--- src/spic_pkg.sv ---
// Constants, types and register map of the six-source priority interrupt controller.
// How it works
// - Each source has a fixed call vector; reset vector is 0000H.
// - Nothing is accepted while the global gate is zero; sources need enable.
// - Each source takes one of four levels from low and high priority bits.
// - A running routine is preempted only by a strictly higher level.
// - Between different levels pending together, the higher level wins.
// - Equal levels are resolved by lowest vector address.
// - Each external line is level or edge triggered per its select bit.
// - Vectoring clears an external flag only in edge mode; level flag follows line.
// - Timer wrap flags are set by rollover and cleared on vectoring.
// - Serial request is OR of receive, transmit and SPI flags; none cleared.
// - Comparator flag raises its request; only software clears it.
// - Software set or clear of a flag acts like hardware set or clear, except SPI set and level-mode line flags.
// - SPI done flag is set only by hardware, cleared only by software.
// - Flags are polled in the last instruction cycle using registered values.
// - An accepted request makes the next instruction a four-cycle vectored call.
// - Vectoring is blocked by equal or higher active level, return or priority access.
// - After a return or priority access one more instruction runs first.
// - A blocked request is not remembered; each poll is new.
// - Single-interrupt response lies between 5 and 13 clock cycles.
// - Enable register at A8H, reset 00X0 0000B, gate at bit 7.
// - Low priority register at B8H, reset X0X0 0000B.
// - High priority register at B7H, reset X0X0 0000B, same bit layout.
package spic_pkg;
  localparam int NSRC = 6;
  localparam int NLVL = 4;
  localparam int ADDR_W = 12;
  localparam logic [7:0] IDX_IE = 8'hA8;
  localparam logic [7:0] IDX_IPL = 8'hB8;
  localparam logic [7:0] IDX_IPH = 8'hB7;
  localparam logic [7:0] IDX_FLAGS = 8'hC0;
  localparam logic [7:0] IDX_STAT = 8'hC1;
  localparam logic [7:0] RST_IE = 8'h00;
  localparam logic [7:0] RST_IP = 8'h00;
  localparam logic [7:0] IE_MASK = 8'hDF;
  localparam logic [7:0] IP_MASK = 8'h5F;
  localparam int IE_GATE = 7;
  localparam int F_L0 = 0;
  localparam int F_T0 = 1;
  localparam int F_L1 = 2;
  localparam int F_T1 = 3;
  localparam int F_RX = 4;
  localparam int F_TX = 5;
  localparam int F_SPI = 6;
  localparam int F_CMP = 7;
  localparam int F_ES0 = 8;
  localparam int F_ES1 = 9;
  localparam int FLAG_W = 10;
  localparam logic [FLAG_W-1:0] RST_FLAGS = 10'h000;
  localparam int SRC_BIT [NSRC] = '{0, 1, 2, 3, 4, 6};
  localparam logic [15:0] VEC_RESET = 16'h0000;
  localparam logic [15:0] VEC [NSRC] = '{16'h0003, 16'h000B, 16'h0013,
                                         16'h001B, 16'h0023, 16'h0033};
  localparam logic [15:0] VEC_SPARE = 16'h002B;
  typedef struct packed {
    logic req;
    logic [15:0] vector;
  } spic_call_t;
  typedef struct packed {
    logic timer0_wrap;
    logic timer1_wrap;
    logic uart_rx;
    logic uart_tx;
    logic spi_done;
    logic comparator;
  } spic_hwset_t;
endpackage

--- src/spic_ctrl.sv ---
// Interrupt controller core with APB register access and CPU call request.
`timescale 1ns/1ps
module spic_ctrl (
  input wire logic core_clk,
  input wire logic rst_n,
  input wire logic psel,
  input wire logic penable,
  input wire logic pwrite,
  input wire logic [spic_pkg::ADDR_W-1:0] paddr,
  input wire logic [31:0] pwdata,
  output logic [31:0] prdata,
  output logic pready,
  output logic pslverr,
  input wire logic ext_line0_n,
  input wire logic ext_line1_n,
  input wire spic_pkg::spic_hwset_t hw_set,
  input wire logic instr_last,
  input wire logic instr_return_from_isr,
  output spic_pkg::spic_call_t cpu_call,
  output logic [spic_pkg::NLVL-1:0] level_active
);
  import spic_pkg::*;

  logic [7:0] ie;
  logic [7:0] ipl;
  logic [7:0] prio_high_bits;
  logic [FLAG_W-1:0] flags;
  logic [FLAG_W-1:0] next_flags;
  logic [1:0] pin_q;
  logic hold_off;
  logic [7:0] idx;
  logic addr_ok;
  logic access;
  logic wr_en;
  logic prio_touch;
  logic [31:0] rd_val;
  logic [NSRC-1:0] req;
  logic [NSRC-1:0] eligible;
  logic [1:0] lvl [NSRC];
  logic found;
  logic [1:0] best_lvl;
  logic [2:0] sel_idx;
  logic accept;
  logic fall0;
  logic fall1;

  assign idx = paddr[9:2];
  assign access = psel & penable & pready;
  assign wr_en = access & pwrite & addr_ok;

  always_comb begin
    addr_ok = 1'b0;
    if (paddr[1:0] == 2'b00 && paddr[ADDR_W-1:10] == '0) begin
      case (idx)
        IDX_IE, IDX_IPL, IDX_IPH, IDX_FLAGS, IDX_STAT: begin
          addr_ok = 1'b1;
        end
        default: begin
          addr_ok = 1'b0;
        end
      endcase
    end
  end

  // Any access to enable or priority holds off vectoring until the next
  // instruction boundary has passed.
  assign prio_touch = psel & addr_ok & (idx == IDX_IE || idx == IDX_IPL || idx == IDX_IPH);

  always_comb begin
    rd_val = 32'h0000_0000;
    case (idx)
      IDX_IE: begin
        rd_val[7:0] = ie & IE_MASK;
      end
      IDX_IPL: begin
        rd_val[7:0] = ipl & IP_MASK;
      end
      IDX_IPH: begin
        rd_val[7:0] = prio_high_bits & IP_MASK;
      end
      IDX_FLAGS: begin
        rd_val[FLAG_W-1:0] = flags;
      end
      IDX_STAT: begin
        rd_val[NLVL-1:0] = level_active;
      end
      default: begin
        rd_val = 32'h0000_0000;
      end
    endcase
  end

  // The slave answers in the second access cycle, so pready is a clean flop.
  always_ff @(posedge core_clk or negedge rst_n) begin
    if (!rst_n) begin
      pready <= 1'b0;
      pslverr <= 1'b0;
      prdata <= 32'h0000_0000;
    end else begin
      pready <= psel & penable & ~pready;
      pslverr <= psel & penable & ~pready & ~addr_ok;
      if (psel & penable & ~pready & ~pwrite & addr_ok) begin
        prdata <= rd_val;
      end else begin
        prdata <= 32'h0000_0000;
      end
    end
  end

  always_ff @(posedge core_clk or negedge rst_n) begin
    if (!rst_n) begin
      ie <= RST_IE;
      ipl <= RST_IP;
      prio_high_bits <= RST_IP;
    end else if (wr_en) begin
      if (idx == IDX_IE) begin
        ie <= pwdata[7:0] & IE_MASK;
      end
      if (idx == IDX_IPL) begin
        ipl <= pwdata[7:0] & IP_MASK;
      end
      if (idx == IDX_IPH) begin
        prio_high_bits <= pwdata[7:0] & IP_MASK;
      end
    end
  end

  // Serial request merges three flags; only the merged line is prioritised.
  assign req[0] = flags[F_L0];
  assign req[1] = flags[F_T0];
  assign req[2] = flags[F_L1];
  assign req[3] = flags[F_T1];
  assign req[4] = flags[F_RX] | flags[F_TX] | flags[F_SPI];
  assign req[5] = flags[F_CMP];

  for (genvar i = 0; i < NSRC; i++) begin : g_src
    assign lvl[i] = {prio_high_bits[SRC_BIT[i]], ipl[SRC_BIT[i]]};
    // A source is blocked while any marker at its level or above is set.
    assign eligible[i] = req[i] & ie[IE_GATE] & ie[SRC_BIT[i]]
                         & ((level_active >> lvl[i]) == '0);
  end

  // Strict compare keeps the lowest vector on a tie in level.
  always_comb begin
    found = 1'b0;
    best_lvl = 2'b00;
    sel_idx = 3'd0;
    for (int i = 0; i < NSRC; i++) begin
      if (eligible[i] && (!found || lvl[i] > best_lvl)) begin
        found = 1'b1;
        best_lvl = lvl[i];
        sel_idx = 3'(i);
      end
    end
  end

  // Nothing of a blocked poll is kept; the next poll starts from the flags.
  assign accept = instr_last & found & ~hold_off & ~prio_touch
                  & ~instr_return_from_isr;

  always_ff @(posedge core_clk or negedge rst_n) begin
    if (!rst_n) begin
      hold_off <= 1'b0;
    end else if (instr_last) begin
      hold_off <= 1'b0;
    end else if (prio_touch) begin
      hold_off <= 1'b1;
    end
  end

  always_ff @(posedge core_clk or negedge rst_n) begin
    if (!rst_n) begin
      pin_q <= 2'b11;
    end else begin
      pin_q <= {ext_line1_n, ext_line0_n};
    end
  end

  assign fall0 = pin_q[0] & ~ext_line0_n;
  assign fall1 = pin_q[1] & ~ext_line1_n;

  // Order: software write, then vectoring clear, then hardware set, so a set
  // arriving in the clearing cycle is never lost.
  always_comb begin
    next_flags = flags;
    if (wr_en && idx == IDX_FLAGS) begin
      next_flags = pwdata[FLAG_W-1:0];
      next_flags[F_SPI] = flags[F_SPI] & pwdata[F_SPI];
    end
    if (accept) begin
      case (sel_idx)
        3'd0: begin
          next_flags[F_L0] = ~flags[F_ES0] & next_flags[F_L0];
        end
        3'd1: begin
          next_flags[F_T0] = 1'b0;
        end
        3'd2: begin
          next_flags[F_L1] = ~flags[F_ES1] & next_flags[F_L1];
        end
        3'd3: begin
          next_flags[F_T1] = 1'b0;
        end
        default: begin
          next_flags[F_T1] = next_flags[F_T1];
        end
      endcase
    end
    if (hw_set.timer0_wrap) begin
      next_flags[F_T0] = 1'b1;
    end
    if (hw_set.timer1_wrap) begin
      next_flags[F_T1] = 1'b1;
    end
    if (hw_set.uart_rx) begin
      next_flags[F_RX] = 1'b1;
    end
    if (hw_set.uart_tx) begin
      next_flags[F_TX] = 1'b1;
    end
    if (hw_set.spi_done) begin
      next_flags[F_SPI] = 1'b1;
    end
    if (hw_set.comparator) begin
      next_flags[F_CMP] = 1'b1;
    end
    if (flags[F_ES0]) begin
      next_flags[F_L0] = next_flags[F_L0] | fall0;
    end else begin
      next_flags[F_L0] = ~ext_line0_n;
    end
    if (flags[F_ES1]) begin
      next_flags[F_L1] = next_flags[F_L1] | fall1;
    end else begin
      next_flags[F_L1] = ~ext_line1_n;
    end
  end

  always_ff @(posedge core_clk or negedge rst_n) begin
    if (!rst_n) begin
      flags <= RST_FLAGS;
    end else begin
      flags <= next_flags;
    end
  end

  // The call request is issued in the first cycle of the next instruction;
  // the sequencer spends four cycles on the call itself.
  always_ff @(posedge core_clk or negedge rst_n) begin
    if (!rst_n) begin
      cpu_call.req <= 1'b0;
      cpu_call.vector <= VEC_RESET;
    end else begin
      cpu_call.req <= accept;
      if (accept) begin
        cpu_call.vector <= VEC[sel_idx];
      end
    end
  end

  // A return always closes the highest level that is open.
  always_ff @(posedge core_clk or negedge rst_n) begin
    if (!rst_n) begin
      level_active <= '0;
    end else if (accept) begin
      level_active[best_lvl] <= 1'b1;
    end else if (instr_return_from_isr && instr_last) begin
      if (level_active[3]) begin
        level_active[3] <= 1'b0;
      end else if (level_active[2]) begin
        level_active[2] <= 1'b0;
      end else if (level_active[1]) begin
        level_active[1] <= 1'b0;
      end else begin
        level_active[0] <= 1'b0;
      end
    end
  end
endmodule

--- config.mk ---
export PLATFORM = sky130hd
export DESIGN_NAME = spic_ctrl
export DESIGN_NICKNAME = d
export VERILOG_FILES = /design/src/spic_pkg.sv /design/src/spic_ctrl.sv
export SDC_FILE = /design/constraint.sdc
export NUM_CORES = 1
export LEC_CHECK = 0
export ABC_AREA = 1
export CAP_MARGIN = 20
export CELL_PAD_IN_SITES_DETAIL_PLACEMENT = 0
export CELL_PAD_IN_SITES_GLOBAL_PLACEMENT = 1
export CORE_AREA = 5 5 72 139
export DETAILED_ROUTE_END_ITERATION = 7
export DIE_AREA = 0 0 77 144
export DONT_BUFFER_PORTS = 1
export PLACE_DENSITY = 0.83
export SETUP_SLACK_MARGIN = 0.15
export SLEW_MARGIN = 20
export SYNTH_ARGS = -nofsm -noshare
export SYNTH_HDL_FRONTEND = slang
export SYNTH_SLANG_ARGS = --single-unit
--- constraint.sdc ---
create_clock -name core_clk -period 5.55 [get_ports core_clk]
set_input_delay 0.555 -clock core_clk [delete_from_list [all_inputs] [get_ports core_clk]]
set_output_delay 0.555 -clock core_clk [all_outputs]
set_load 0.005 [all_outputs]
==> results.json <==
{
  "result_of_the_run": "completed",
  "port_buffer_cells": 0,
  "drt-wirelength-per-cell_um": 16.9,
  "fin_setup_tns_ns": 0,
  "clock_tree.htree_level_count": 2,
  "critical-path-top-cell-by-count": "sky130_fd_sc_hd__nand2_2",
  "grt_max_degree": 52,
  "grt_antenna_before_repair": 0,
  "power.density_cell_area_nw_per_um2": 177,
  "grt_pass1_vias": 3231,
  "postRouteWirelength_um": 10500,
  "min-delay-path-class": "in -> async",
  "hold_viol_final": 0,
  "worstRegToRegCells": 48,
  "synth_top_area_share_pct": 37.4,
  "ant_nets": 0,
  "ff_latch_area_um2": 1330,
  "critical-path-max-stage-delay_ns": 0.39,
  "synthFlopType": "sky130_fd_sc_hd__dfrtp_1",
  "cts_tree": "built",
  "flow.area_growth_from_synthesis_pct": 30.3,
  "dp_worst_setup_slack_ns": -0.447,
  "critical_path.max_fanout": 5,
  "cts_buffers": 5,
  "vdd_drop_max_uv": 235,
  "postLayoutCellArea_um2": 4450,
  "grt.overflow.total": 0,
  "core_region_area_um2": 8890,
  "avgSynthCellArea_um2": 7.36,
  "grt_pass1_wl_um": 15900,
  "synthesized_netlist_cell_count": 464,
  "critPathRequiredTime_ns": 5.74,
  "max_freq_mhz": 188,
  "drv_cap": 0,
  "cp_slowest_cell": "sky130_fd_sc_hd__dfrtp_1",
  "yosysWarningCount": 0,
  "drt_pass1_iterations": 4,
  "power.leakage_nw": 2.29,
  "drive_above_1_share_pct": 31.9,
  "clockRootBuffer": "sky130_fd_sc_hd__clkbuf_16",
  "ys_types": 37,
  "row_count": 49,
  "antennaDiodeCount": 0,
  "multi_input_comb_area_um2": 2100,
  "place_congestion": 0.895,
  "worstSetupStartpointType": "register",
  "timing.final.ws_setup_ns": 0.234,
  "synth-async-reset-ratio_pct": 100,
  "dieArea_um2": 11100,
  "clkSlewWorstSetupHoldPaths_ns": 0.08,
  "vias": 3203,
  "fillers": 827,
  "reg_to_reg_startpoint": "level_active[3]",
  "placed_area_um2": 3690,
  "floorplan.initialDensity_pct": 38.4,
  "synthesis.area_um2": 3420,
  "synth.largest_area_cell": "sky130_fd_sc_hd__dfrtp_1",
  "rsz0062_at_grt": "true",
  "fin_nets": 591,
  "timing.reg2reg.setup_slack_ns": 0.23,
  "cts-root-to-sink-buffers": 2,
  "postSynthRegisterBits": 53,
  "num_io_pins": 114,
  "timing.max_slew.rel_slack_pct": 48.2,
  "floorplan.die.width_um": 77,
  "clock_insertion_delay_worst_skew_ns": 0.31,
  "cp_data_arrival_time_ns": 5.51,
  "detailedPlacementHpwl_um": 8090,
  "critical_path_class": "reg -> reg",
  "die_height_um": 144,
  "final-max-slew-violation-count": 0,
  "synth_enable_flop_cells": 0,
  "viasPerCell": 5.12,
  "worst_slew_pin_slew_ns": 0.774,
  "post-route-drc-count": 0,
  "critPathCaptureType": "register",
  "fin_worst_hold_slack_ns": 0.0980,
  "finalCriticalPeriod_ns": 5.32,
  "synth.top_cells.by_count": "138 x sky130_fd_sc_hd__nand2_1, 57 x sky130_fd_sc_hd__inv_1, 51 x sky130_fd_sc_hd__dfrtp_1",
  "fin_skew_ns": 0.0143,
  "clkSinkCount": 53,
  "seq_total_area_yosys_pct": 38.9,
  "synth.top_cells.by_area": "sky130_fd_sc_hd__dfrtp_1 37%, sky130_fd_sc_hd__nand2_1 15%, sky130_fd_sc_hd__buf_4 7.9%",
  "grt_use_total_pct": 18.6,
  "post-route-period-util_pct": 95.8,
  "drtIter0Drc": 135,
  "rr_endpoint": "flags[1]",
  "yosys.cell_count.top_type": "sky130_fd_sc_hd__nand2_1",
  "setup_viol": 0
}
-- report_power, final --
group	switching, mW	internal [mW]	total, mW
Combinational	0.0194	0.00626	0.0257
Clock	0.148	0.225	0.374
Sequential	0.000877	0.388	0.389
Total	0.168	0.620	0.788
-- timing repair --
item / in CTS / in global routing
endpoints found under the setup margin: 11 / 11
gates resized for setup: 41 / 68
hold buffers: 1 / 0
pin swaps: 29 / 45
hold endpoints to repair: 51 / 0
buffers inserted: 8 / 7
-- placed cells by master, fill, tap and decap left out, drive strengths merged, types with 4 or more instances in the layout --
| cell | synthesis | layout |
|---|---|---|
| nand2 | 142 | 142 |
| inv | 61 | 62 |
| buf | 37 | 56 |
| dfrtp | 51 | 51 |
| nand3 | 43 | 43 |
| nor2 | 35 | 35 |
| o21ai | 34 | 34 |
| conb | 1 | 33 |
| a21oi | 14 | 14 |
| ha | 10 | 10 |
| nor3 | 7 | 7 |
| clkbuf | 0 | 6 |
| o22ai | 4 | 4 |
| nand4 | 4 | 4 |
-- registers in the layout, indices dropped and copies added (netlist names) --
signal          flops
pin_q               2
flags              10
cpu_call            5
prio_high_bits      6
pslverr             1
pready              1
hold_off            1
ie                  7
level_active        4
prdata             10
ipl                 6
-- cell type report --
type                            instances  share of cell area, %
Multi-Input combinational cell        344                   47.2
Tap cell                              102                   2.87
Clock buffer                            6                   3.12
Sequential cell                        53                   29.9
Inverter                               62                   5.40
Clock inverter                          2                  0.843
Timing Repair Buffer                   56                   10.7
-- worst max-delay path, delay by kind of cell (launching register included) --
family | cells | cell delay, ns
AND/OR/NAND/NOR | 32 | 2.66
adder cells (fa/ha/maj) | 5 | 1.30
buffers and inverters | 6 | 0.40
AO/OA/AOI/OAI | 5 | 0.40
flip-flops | 1 | 0.39
-- layer usage --
metal / track usage (%) / up-vias / wire (um)
li1: - / 1543 / -
met1: 17.2 / 1518 / 3330
met2: 35.5 / 109 / 6090
met3: 3.43 / 33 / 510
met4: 13.2 / 0 / 597
met5: 0 / - / 0
-- metrics by stage --
stage	std cells	total power, mW	util, %
global placement	601	0.412	41.6
CTS	618	0.791	46.3
detailed placement	601	0.412	41.6
floorplan	496	0.427	-
global route	625	0.812	50.1
finish	625	0.788	50.1
-- logic make-up after synthesis --
family                     count (synthesis)  share of synthesized area, %
and+or+nand+nor                          236                          31.2
buffers and inverters                     99                          14.9
AOI/OAI and AO/OA                         62                          10.3
DFF                                       53                          38.9
adders and majority gates                 10                          3.66
muxes                                      3                         0.989
other                                      1                         0.110
-- how the worst max path moves through the flow --
stage | endpoint | cells after the start | slack, ns | startpoint
2_1_floorplan | flags[1] | 49 | 0.15 | level_active[1]
6_report | flags[1] | 48 | 0.23 | level_active[3]
3_5_place_dp | flags[1] | 49 | -0.45 | level_active[2]
4_1_cts | flags[0] | 50 | 0.06 | level_active[2]
5_1_grt | flags[1] | 48 | -0.11 | level_active[2]
3_3_place_gp | flags[1] | 49 | -0.40 | level_active[2]
Power figures use the tool's default switching activity.
